**config.mk**
```make
export PLATFORM = sky130hd
export DESIGN_NAME = hvc_config_bank
export DESIGN_NICKNAME = d
export VERILOG_FILES = /design/src/hw/hvc_pkg.sv /design/src/hw/hvc_busy_timer.sv /design/src/hw/hvc_config_bank.sv
export SDC_FILE = /design/constraint.sdc
export NUM_CORES = 1
export LEC_CHECK = 0
export BUFFER_PORTS_ARGS = -buffer_cell sky130_fd_sc_hd__buf_2
export CORE_AREA = 2 2 114 61
export DETAILED_ROUTE_END_ITERATION = 10
export DIE_AREA = 0 0 116 63
export PLACE_DENSITY = 0.87
export SLEW_MARGIN = 10
export SYNTH_ARGS = -nofsm -noshare
export SYNTH_HDL_FRONTEND = slang
export SYNTH_SLANG_ARGS = --single-unit
```
**constraint.sdc**
```tcl
create_clock -name clock_i -period 2.45 [get_ports clock_i]
set_clock_uncertainty 0.1 [all_clocks]
set_input_delay 0.1225 -clock clock_i [delete_from_list [all_inputs] [get_ports clock_i]]
set_output_delay 0.1225 -clock clock_i [all_outputs]
set_load 0.1 [all_outputs]
```
**src/hw/hvc_pkg.sv**
```systemverilog
// package for the indirect high-voltage configuration bank
// assumes a single 40 MHz processor bus clock domain
package hvc_pkg;
  // ****************************************
  // command codes
  // ****************************************
  localparam logic [7:0] HVC_CMD_RD_CFG0 = 8'h00;
  localparam logic [7:0] HVC_CMD_RD_CFG1 = 8'h01;
  localparam logic [7:0] HVC_CMD_RD_STA  = 8'h02;
  localparam logic [7:0] HVC_CMD_RD_MON  = 8'h03;
  localparam logic [7:0] HVC_CMD_WR_CFG0 = 8'h08;
  localparam logic [7:0] HVC_CMD_WR_CFG1 = 8'h09;
  // ****************************************
  // field positions of configuration zero, the supply interrupt mask and monitor status
  // ****************************************
  localparam int HVC_BIT_TSD_DIS = 7;
  localparam int HVC_BIT_OSC_EN  = 6;
  localparam int HVC_BIT_ALT_BUS = 5;
  localparam int HVC_BIT_WAKEUP  = 4;
  localparam int HVC_BIT_SVM_EN  = 3;
  localparam int HVC_BIT_LVF_EN  = 2;
  localparam int HVC_BIT_MODE_HI = 1;
  localparam int HVC_BIT_MODE_LO = 0;
  localparam int HVC_BIT_SUPPLY_IRQ = 16;
  localparam int HVC_BIT_LVF_MON = 3;
  // ****************************************
  // status bits of the command port
  // ****************************************
  localparam int HVC_BIT_BUSY = 0;
  localparam int HVC_BIT_RDOK = 1;
  localparam int HVC_BIT_WROK = 2;
  // ****************************************
  // reset values, timing and transceiver mode codes
  // ****************************************
  localparam logic [7:0] HVC_CFG0_RST = 8'h00;
  localparam logic [7:0] HVC_CFG1_RST = 8'h00;
  localparam int HVC_CLK_HZ           = 40000000;
  localparam int HVC_LATENCY_NS       = 10000;
  localparam int HVC_LATENCY_CYC      = (HVC_LATENCY_NS * (HVC_CLK_HZ / 1000000) + 999) / 1000;
  localparam logic [1:0] HVC_MODE_OFF  = 2'h0;
  localparam logic [1:0] HVC_MODE_RSVD = 2'h1;
  localparam logic [1:0] HVC_MODE_ON   = 2'h2;
  localparam logic [1:0] HVC_MODE_FAST = 2'h3;
endpackage : hvc_pkg

```
**src/hw/hvc_busy_timer.sv**
```systemverilog
// interface latency timer for the command port
// assumes start is a one-cycle pulse, ignored while running
`timescale 1ns/1ps
`default_nettype none
module hvc_busy_timer #(
  parameter int CYCLES = 400
) (
  // clock and reset
  input  wire logic clock_i,
  input  wire logic rst_n_i,
  // control
  input  wire logic start_i,
  output logic      busy_o,
  output logic      done_o
);
  logic [15:0] count;
  wire         last = (count == 16'h0001);
  always_ff @(posedge clock_i) begin
    if (!rst_n_i) begin
      count  <= 16'h0000;
      busy_o <= 1'b0;
      done_o <= 1'b0;
    end else begin
      done_o <= busy_o && last;
      if (start_i && !busy_o) begin
        count  <= 16'(CYCLES);
        busy_o <= 1'b1;
      end else if (busy_o) begin
        count  <= count - 16'h0001;
        busy_o <= !last;
      end
    end
  end
endmodule : hvc_busy_timer
`default_nettype wire

```
**src/hw/hvc_config_bank.sv**
```systemverilog
// indirect high-voltage configuration bank behind command and data ports
// assumes processor writes are single-cycle strobes on the bus clock
// Operation
// - bit 7 set blocks automatic thermal shutdown of wake/serial driver
// - bit 6 enables precision oscillator; clear powers it down
// - bit 5 clear keeps bus pull-up; set selects alternate sensor bus
// - bit 4 set drives wake-up pin high, clear pulls it low
// - bit 3 enables supply monitor; interrupt when unmasked and supply low
// - bit 2 enables low-voltage flag latch, seen in monitor status bit 3
// - bits 1-0 select transceiver mode off, reserved, on, fast
// - second register is 8-bit, resets 0x00, command-port access only
// - data port holds write data first and returns read-back values
// - commands 0x00/0x01 read, 0x08/0x09 write the two registers
`timescale 1ns/1ps
`default_nettype none
module hvc_config_bank
  import hvc_pkg::*;
#(
  parameter int LATENCY = HVC_LATENCY_CYC
) (
  // clock and reset
  input  wire logic        clock_i,
  input  wire logic        rst_n_i,
  // command port
  input  wire logic        cmd_wr_i,
  input  wire logic [7:0]  cmd_wdata_i,
  output logic      [7:0]  cmd_rdata_o,
  // data port
  input  wire logic        dat_wr_i,
  input  wire logic [7:0]  dat_wdata_i,
  output logic      [11:0] dat_rdata_o,
  // analogue side status
  input  wire logic        supply_low_i,
  input  wire logic        core_low_i,
  input  wire logic [31:0] interrupt_enable_mask_i,
  input  wire logic [7:0]  hv_status_register_i,
  // controls to high-voltage circuits
  output logic             tsd_override_o,
  output logic             osc_enable_o,
  output logic             alt_sensor_bus_o,
  output logic             bus_pullup_en_o,
  output logic             wakeup_pin_high_o,
  output logic             supply_monitor_en_o,
  output logic             low_volt_flag_en_o,
  output logic             lin_driver_en_o,
  output logic             lin_fast_o,
  output logic             supply_drop_interrupt_o,
  output logic [7:0]       hv_config_one_o
);
  // ****************************************
  // command decode
  // ****************************************
  typedef enum logic [1:0] {HVC_IDLE, HVC_WAIT} hvc_state_t;
  hvc_state_t  state;
  logic [7:0]  hv_config_zero;
  logic [7:0]  hv_config_one;
  logic [7:0]  pend_cmd;
  logic [7:0]  dat_low;
  logic [3:0]  dat_tag;
  logic        rd_ok;
  logic        wr_ok;
  logic        low_flag;
  logic        busy;
  logic        done;
  function automatic logic is_known(input logic [7:0] c);
    is_known = (c == HVC_CMD_RD_CFG0) || (c == HVC_CMD_RD_CFG1) || (c == HVC_CMD_RD_STA)
            || (c == HVC_CMD_RD_MON) || (c == HVC_CMD_WR_CFG0) || (c == HVC_CMD_WR_CFG1);
  endfunction : is_known
  // new commands while busy are dropped; software is expected to poll
  wire         accept   = cmd_wr_i && (state == HVC_IDLE);
  wire         is_write = (pend_cmd == HVC_CMD_WR_CFG0) || (pend_cmd == HVC_CMD_WR_CFG1);
  wire  [7:0]  monitor  = {4'h0, low_flag, 3'h0};
  wire  [7:0]  rd_value = (pend_cmd == HVC_CMD_RD_CFG0) ? hv_config_zero :
                          (pend_cmd == HVC_CMD_RD_CFG1) ? hv_config_one  :
                          (pend_cmd == HVC_CMD_RD_STA)  ? hv_status_register_i :
                          (pend_cmd == HVC_CMD_RD_MON)  ? monitor : dat_low;
  wire  [7:0]  next_cfg0 = (done && pend_cmd == HVC_CMD_WR_CFG0) ? dat_low : hv_config_zero;
  wire  [7:0]  next_cfg1 = (done && pend_cmd == HVC_CMD_WR_CFG1) ? dat_low : hv_config_one;

  // ****************************************
  // interface latency timer
  // ****************************************
  hvc_busy_timer #(
    .CYCLES (LATENCY)
  ) u_timer (
    .clock_i (clock_i),
    .rst_n_i (rst_n_i),
    .start_i (accept),
    .busy_o  (busy),
    .done_o  (done)
  );

  // ****************************************
  // state and storage
  // ****************************************
  always_ff @(posedge clock_i) begin
    if (!rst_n_i) begin
      state          <= HVC_IDLE;
      pend_cmd       <= 8'h00;
      dat_low        <= 8'h00;
      dat_tag        <= 4'h0;
      rd_ok          <= 1'b0;
      wr_ok          <= 1'b0;
      hv_config_zero <= HVC_CFG0_RST;
      hv_config_one  <= HVC_CFG1_RST;
    end else begin
      hv_config_zero <= next_cfg0;
      hv_config_one  <= next_cfg1;
      case (state)
        HVC_IDLE: begin
          if (dat_wr_i) begin
            dat_low <= dat_wdata_i;
          end
          if (accept) begin
            pend_cmd <= cmd_wdata_i;
            rd_ok    <= 1'b0;
            wr_ok    <= 1'b0;
            state    <= HVC_WAIT;
          end
        end
        HVC_WAIT: begin
          if (done) begin
            dat_low <= is_write ? dat_low : rd_value;
            dat_tag <= pend_cmd[3:0];
            rd_ok   <= !is_write && is_known(pend_cmd);
            wr_ok   <= is_write;
            state   <= HVC_IDLE;
          end
        end
        default: state <= HVC_IDLE;
      endcase
    end
  end

  // ****************************************
  // low-voltage flag, latched while enabled
  // ****************************************
  always_ff @(posedge clock_i) begin
    if (!rst_n_i) begin
      low_flag <= 1'b0;
    end else if (hv_config_zero[HVC_BIT_LVF_EN] && core_low_i) begin
      low_flag <= 1'b1;
    end
  end

  // ****************************************
  // registered outputs
  // ****************************************
  always_ff @(posedge clock_i) begin
    if (!rst_n_i) begin
      cmd_rdata_o             <= 8'h00;
      dat_rdata_o             <= 12'h000;
      tsd_override_o          <= 1'b0;
      osc_enable_o            <= 1'b0;
      alt_sensor_bus_o        <= 1'b0;
      bus_pullup_en_o         <= 1'b1;
      wakeup_pin_high_o       <= 1'b0;
      supply_monitor_en_o     <= 1'b0;
      low_volt_flag_en_o      <= 1'b0;
      lin_driver_en_o         <= 1'b0;
      lin_fast_o              <= 1'b0;
      supply_drop_interrupt_o <= 1'b0;
      hv_config_one_o         <= HVC_CFG1_RST;
    end else begin
      cmd_rdata_o             <= {5'h00, wr_ok, rd_ok, busy || (state == HVC_WAIT)};
      dat_rdata_o             <= {dat_tag, dat_low};
      tsd_override_o          <= next_cfg0[HVC_BIT_TSD_DIS];
      osc_enable_o            <= next_cfg0[HVC_BIT_OSC_EN];
      alt_sensor_bus_o        <= next_cfg0[HVC_BIT_ALT_BUS];
      bus_pullup_en_o         <= !next_cfg0[HVC_BIT_ALT_BUS];
      wakeup_pin_high_o       <= next_cfg0[HVC_BIT_WAKEUP];
      supply_monitor_en_o     <= next_cfg0[HVC_BIT_SVM_EN];
      low_volt_flag_en_o      <= next_cfg0[HVC_BIT_LVF_EN];
      lin_driver_en_o         <= next_cfg0[HVC_BIT_MODE_HI];
      lin_fast_o              <= next_cfg0[HVC_BIT_MODE_HI:HVC_BIT_MODE_LO] == HVC_MODE_FAST;
      supply_drop_interrupt_o <= hv_config_zero[HVC_BIT_SVM_EN] && interrupt_enable_mask_i[HVC_BIT_SUPPLY_IRQ]
                                 && supply_low_i;
      hv_config_one_o         <= next_cfg1;
    end
  end

  // ****************************************
  // checks
  // ****************************************
  property p_tsd;
    @(posedge clock_i) disable iff (!rst_n_i)
      done && pend_cmd == HVC_CMD_WR_CFG0 |=> tsd_override_o == $past(dat_low[HVC_BIT_TSD_DIS]);
  endproperty
  a_tsd: assert property (p_tsd) else $error("thermal override mismatch");
  property p_osc;
    @(posedge clock_i) disable iff (!rst_n_i)
      done && pend_cmd == HVC_CMD_WR_CFG0 |=> osc_enable_o == $past(dat_low[HVC_BIT_OSC_EN]);
  endproperty
  a_osc: assert property (p_osc) else $error("oscillator enable mismatch");
  property p_pull;
    @(posedge clock_i) disable iff (!rst_n_i) ##1 bus_pullup_en_o != alt_sensor_bus_o;
  endproperty
  a_pull: assert property (p_pull) else $error("pull-up and alternate bus both set");
  property p_wake;
    @(posedge clock_i) disable iff (!rst_n_i)
      done && pend_cmd == HVC_CMD_WR_CFG0 |=> wakeup_pin_high_o == $past(dat_low[HVC_BIT_WAKEUP]);
  endproperty
  a_wake: assert property (p_wake) else $error("wake-up pin mismatch");
  property p_irq;
    @(posedge clock_i) disable iff (!rst_n_i)
      supply_drop_interrupt_o |-> $past(supply_low_i) && $past(hv_config_zero[HVC_BIT_SVM_EN]);
  endproperty
  a_irq: assert property (p_irq) else $error("interrupt without low supply");
  property p_flag;
    @(posedge clock_i) disable iff (!rst_n_i) low_flag |=> low_flag;
  endproperty
  a_flag: assert property (p_flag) else $error("low-voltage flag lost");
  property p_fast;
    @(posedge clock_i) disable iff (!rst_n_i) lin_fast_o |-> lin_driver_en_o;
  endproperty
  a_fast: assert property (p_fast) else $error("fast mode without driver");
  property p_cfg1;
    @(posedge clock_i) disable iff (!rst_n_i)
      $changed(hv_config_one) |-> $past(done) && $past(pend_cmd) == HVC_CMD_WR_CFG1;
  endproperty
  a_cfg1: assert property (p_cfg1) else $error("config one changed without write");
  property p_rdback;
    @(posedge clock_i) disable iff (!rst_n_i)
      done && pend_cmd == HVC_CMD_RD_CFG1 |=> ##1 dat_rdata_o[7:0] == $past(hv_config_one, 2);
  endproperty
  a_rdback: assert property (p_rdback) else $error("read-back mismatch");
  property p_cfg0;
    @(posedge clock_i) disable iff (!rst_n_i)
      $changed(hv_config_zero) |-> $past(done) && $past(pend_cmd) == HVC_CMD_WR_CFG0;
  endproperty
  a_cfg0: assert property (p_cfg0) else $error("config zero changed without write");
endmodule : hvc_config_bank
`default_nettype wire

```
==> results of run 1 <==
## timing repair
action	CTS	global route
endpoints found under the hold margin	12	0
resized for setup	0	0
hold buffers	13	0
## how the worst max path moves through the flow
| stage | from | to | slack (ps) | cells past startpoint |
|---|---|---|---|---|
| CTS | pend_cmd[4]$_SDFFE_PN0P_ | hv_config_one_o[7]$_SDFFE_PN0P_ | 260 | 4 |
| floorplan | pend_cmd[4]$_SDFFE_PN0P_ | bus_pullup_en_o$_SDFF_PN1_ | 670 | 4 |
| finish | pend_cmd[4]$_SDFFE_PN0P_ | hv_config_one_o[7]$_SDFFE_PN0P_ | 190 | 4 |
| global placement | pend_cmd[4]$_SDFFE_PN0P_ | hv_config_one_o[4]$_SDFFE_PN0P_ | 390 | 4 |
| global route | pend_cmd[4]$_SDFFE_PN0P_ | hv_config_one_o[7]$_SDFFE_PN0P_ | 10 | 4 |
| detailed placement | pend_cmd[4]$_SDFFE_PN0P_ | hv_config_one_o[1]$_SDFFE_PN0P_ | 310 | 4 |
## layout by cell type (no fill, tap or decap), types with 5 or more instances in the layout
cell type | netlist | routed
inv_1 | 14 | 14
nand3_1 | 16 | 16
xor2_1 | 7 | 7
buf_4 | 5 | 7
nor3_1 | 11 | 11
dlygate4sd3_1 | 0 | 13
buf_2 | 1 | 63
and2_1 | 9 | 9
conb_1 | 1 | 5
clkbuf_16 | 0 | 9
a21oi_1 | 18 | 18
nor2_1 | 38 | 38
dfxtp_1 | 76 | 76
mux2i_1 | 17 | 17
o21ai_0 | 18 | 18
nand2_1 | 47 | 47
a211oi_1 | 11 | 11
## per-layer routing
layer | share of wire | up-vias | GRT usage
met5 | 0 | - | 0
met4 | 0.015 | 0 | 0.0878
met3 | 0.082 | 12 | 0.0737
met2 | 0.42 | 109 | 0.309
met1 | 0.48 | 1261 | 0.299
li1 | - | 1312 | -
## critical path, delay by kind of cell, from the launching register on
family,cells,cell delay [ps]
and+or+nand+nor,3,1560
AOI/OAI and AO/OA,1,130
DFF,1,320
## report_power, final
group / leakage (µW) / internal, µW / switching, µW
Clock: 0.000156 / 923 / 511
Combinational: 0.000866 / 136 / 255
Sequential: 0.000619 / 1290 / 56.0
Total: 0.00164 / 2350 / 822
## area by class of cell
cell class	instances	area [µm²]
Fill cell	542	2480
Sequential cell	76	1520
Multi-Input combinational cell	235	1360
Timing Repair Buffer	83	498
Clock buffer	11	243
Tap cell	92	115
Clock inverter	5	85.1
Inverter	14	52.6
## flip-flops by register name, summed over array words and instances (netlist names), 3 cells and up
signal           count
hv_config_zero       8
pend_cmd             8
dat_low              8
dat_tag              4
hv_config_one_o      8
dat_rdata_o         12
u_timer.count       16
cmd_rdata_o          3
## cells by family (layout without fill, tap and decap cells)
family | after synthesis | in the layout | synth area share
simple gates | 144 | 144 | 0.235
flops | 76 | 76 | 0.502
compound gates | 57 | 57 | 0.115
buf+inv | 37 | 113 | 0.0525
mux | 18 | 18 | 0.0599
xor+xnor | 9 | 9 | 0.0260
fa+ha+maj | 2 | 2 | 0.00826
other cells | 1 | 5 | 0.00124
## metrics by stage
step,hold WS [ps],utilization,std cells,area [µm²],setup WS [ps]
2_1_floorplan,136,-,348,3040,674
3_3_place_gp,237,0.538,487,3420,393
3_5_place_dp,243,0.538,487,3420,306
4_1_cts,20.0,0.610,516,3880,262
5_1_grt,44.0,0.610,516,3880,14.6
6_report,38.4,0.610,516,3880,187
==> metrics.csv, run 1 <==
metric,value,unit
synth_common_cells,"76 x dfxtp_1, 47 x nand2_1, 38 x nor2_1",
r2r-end,hv_config_one_o[7]$_SDFFE_PN0P_,
p_leak,0.00164,µW
hold_end,dat_low[4]$_SDFFE_PN0P_,
wl_per_cell,14.4,µm
power,3170,µW
route.detailed.drc,0,
worstPathRequired,2530,ps
hold_violations,0,
hold_class,input port to flop,
fp.dieW,116,µm
netlist.area_leader.share,0.502,
root_buffer,clkbuf_16,
cp.arrival,2350,ps
cts_tree,done,
drt_pre_antenna_iters,6,
h-tree-depth,3,
ios,100,
cts_setup_buffers,0,
yosys.area.top_type,dfxtp_1,
start_kind,flop,
synth_cells,344,
initial_utilization,0.476,
num_vias,2694,
finalCritPeriodShare,0.924,
portBuffers,63,
nets,483,
synth_edf_count,0,
rrSetupSlack,190,ps
rsz0062_at_grt,no,
drt_iter0_drc,244,
antenna_found_initial,0,
grt_pass1_wl,12.1,mm
ys_types,42,
crit_path_cell_trace,"nor4_2, nand4_1, nand3_1, o21ai_0",
ys_warn_count,0,
vdd_drop_max,0.319,mV
syn_area,3030,µm²
dieHeight,63,µm
first_global_vias,2497,
synth_most_common_cell,dfxtp_1,
slowest_delay,700,ps
ys_ff_latch,76,
detail-route-antenna-nets,0,
grt_usage,0.216,
worstSkewPairLatency,340,ps
min_from,dat_wdata_i[4],
crit_path_end_kind,flop,
ys_seq_area_frac,0.502,
max_freq,442,MHz
synthFlopType,dfxtp_1,
layout-drive-gt1-share,0.224,
max_cap_violations,0,
async_flop_share,0,
relSlewSlack,0.538,
path_class,flop to flop,
tightest_slew,691,ps
status,"complete, no violations",
place_hpwl,5.22,mm
cts_buffer_depth,2,
fin_crit,2260,ps
gp_congestion,0.825,
viasPerCell,5.22,
setup_violations,0,
reg2reg_depth,4,
antenna-diode-count,0,
grt.overflow.total,0,
hold_depth,3,
crit_fanout,16,
grt_max_degree,29,
rows,21,
routed_wl,7.41,mm
synth_area_leaders,"dfxtp_1 50%, nand2_1 5.8%, mux2i_1 5.6%",
core_area,6360,µm²
drv_slew,0,
cts_buffers,9,
clk_pin_slew,60,ps
reg2reg_from,pend_cmd[4]$_SDFFE_PN0P_,
pwr_density_cell,817,nW/µm²
area_delta_synth_final,28.0,%
fin_setup_tns,0,ps
clock-sinks,76,
cpMaxStageDelayCell,nand4_1,
dieArea,7310,µm²
avgSynthCellArea,8.81,µm²
(Power assumes the default switching activity.)
==> run 2: changes to the inputs <==
CORE_AREA = 2 2 120 64   (was 2 2 114 61)
DIE_AREA = 0 0 122 66   (was 0 0 116 63)
GPL_TIMING_DRIVEN = 0   (was unset)
PLACE_DENSITY = 0.83   (was 0.87)
TNS_END_PERCENT = 10   (was unset)
clock period = 1.9 ns   (was 2.45 ns; I/O delays follow)
==> run 2 against run 1 <==
- the run now ends with negative setup slack left
- die area rose by 10%
- sequential share of layout area is 0.92 points lower
- global-route usage fell by 0.56 points
- worst setup slack lost 200 ps
- sequential cell count unchanged
- register-to-register slack worse by 200 ps
- hold slack lost 30 ps
- critical endpoint is now u_timer.count[13]$_SDFFE_PP0P_
==> metrics.csv, run 2 (same netlist as run 1, synthesis figures left out) <==
metric,value,unit
status,"complete, but fails checks",
violations,negative setup slack,
hold_violations,0,
root_buffer,clkbuf_16,
crit_path_end_kind,flop,
setup_violations,1,
grt_max_degree,13,
vdd_drop_max,0.515,mV
cts_tree,done,
rrSetupSlack,-10,ps
antenna-diode-count,0,
crit_fanout,9,
clock-sinks,76,
max_freq,522,MHz
layout-drive-gt1-share,0.235,
pwr_density_cell,1020,nW/µm²
drt_pre_antenna_iters,4,
wl_per_cell,14.6,µm
finalCritPeriodShare,1.01,
fin_crit,1910,ps
dieHeight,66,µm
fp.dieW,122,µm
drt_iter0_drc,178,
h-tree-depth,3,
top_register,u_timer.count,
route.detailed.drc,0,
worstSkewPairLatency,340,ps
layout_common_cells,"75 x dfxtp_1, 63 x buf_2, 47 x nand2_1",
place_hpwl,5.61,mm
biggestRegsByFlops,"u_timer.count: 16 flops, dat_rdata_o: 12 flops",
area_delta_synth_final,31.2,%
stdcell_area,3980,µm²
initial_utilization,0.432,
grt_pass1_wl,12.7,mm
largest_register_ffs,16,
p_leak,0.00169,µW
nets,502,
detail-route-antenna-nets,0,
r2r-end,u_timer.count[13]$_SDFFE_PP0P_,
cp.arrival,2080,ps
fin_ws,-14.4,ps
reg2reg_depth,4,
clk_pin_slew,60,ps
path_class,flop to flop,
hold_depth,3,
portBuffers,62,
max_cap_violations,0,
first_global_vias,2586,
routed_wl,7.85,mm
core_area,7020,µm²
min_from,dat_wdata_i[5],
rows,22,
reg2reg_from,u_timer.count[7]$_SDFFE_PN0P_,
ios,100,
start_kind,flop,
drv_slew,0,
cts_buffer_depth,2,
viasPerCell,5.10,
grt.overflow.total,0,
hold_end,dat_low[5]$_SDFFE_PN0P_,
final_common_cell,dfxtp_1,
grt_usage,0.211,
num-fill-cells,620,
tightest_slew,564,ps
hold_class,input port to flop,
num_vias,2748,
fin_util,0.566,
placed_area,3470,µm²
gp_congestion,0.867,
rsz0062_at_grt,yes,
worstPathRequired,2060,ps
cts_buffers,9,
dieArea,8050,µm²
relSlewSlack,0.622,
antenna_found_initial,0,
-- run 2: final cells by class --
class,instances,area [µm²],area share
inverters,14,52.6,0.0132
clock inverters,5,75.1,0.0189
plain buffers,23,111,0.0280
multi-input cells,235,1380,0.347
clock buffers,11,243,0.0611
repair buffers,79,470,0.118
flip-flops and latches,76,1520,0.383
well taps,96,120,0.0302
-- run 2: per-layer routing --
layer	global-route usage	wire [µm]	vias to the layer above
met3	0.0750	774	6
met1	0.284	3690	1269
met2	0.310	3320	123
li1	-	-	1350
met4	0.0790	63	0
met5	0	0	-
-- run 2: critical path: stages, from the launching register on --
cell and delay, ps:
dfxtp_1 340, nor4_4 550, nand3_2 190, or4_1 500, a21oi_1 150
-- run 2: repair_timing --
action                                 CTS  global route
setup endpoints to repair               21            29
endpoints found under the hold margin   12             0
resized for setup                        3             7
pin swaps                                5             3
setup buffers                            4             0
hold buffers                            13             0
-- run 2: report_power, final --
part / internal [µW] / leakage, µW / switching [µW] / total [µW]
combinational: 177 / 0.000914 / 350 / 528
sequential: 1660 / 0.000619 / 62.8 / 1730
clock: 1180 / 0.000159 / 620 / 1800
-- run 2: metrics by stage --
step / hold slack (ps) / setup TNS (ps) / setup slack, ps / instances / power, µW
floorplan: 109 / 0 / 124 / 348 / 2120
global placement: 217 / -262 / -145 / 506 / 2230
detailed placement: 222 / -733 / -171 / 506 / 2250
CTS: 1.31 / -6.26 / -6.26 / 539 / 4070
global route: 13.6 / -190 / -110 / 539 / 4200
finish: 7.91 / -14.4 / -14.4 / 539 / 4050
-- run 2: worst max-delay path by stage --
stage	startpoint	to	slack, ps	cells after the start
6_report	u_timer.count[7]$_SDFFE_PN0P_	u_timer.count[13]$_SDFFE_PP0P_	-10	4
5_1_grt	u_timer.count[7]$_SDFFE_PN0P_	u_timer.count[13]$_SDFFE_PP0P_	-110	4
4_1_cts	u_timer.count[6]$_SDFFE_PP0P_	u_timer.count[13]$_SDFFE_PP0P_	-6	4
3_5_place_dp	pend_cmd[4]$_SDFFE_PN0P_	bus_pullup_en_o$_SDFF_PN1_	-170	4
3_3_place_gp	pend_cmd[4]$_SDFFE_PN0P_	bus_pullup_en_o$_SDFF_PN1_	-140	4
2_1_floorplan	pend_cmd[4]$_SDFFE_PN0P_	bus_pullup_en_o$_SDFF_PN1_	120	4
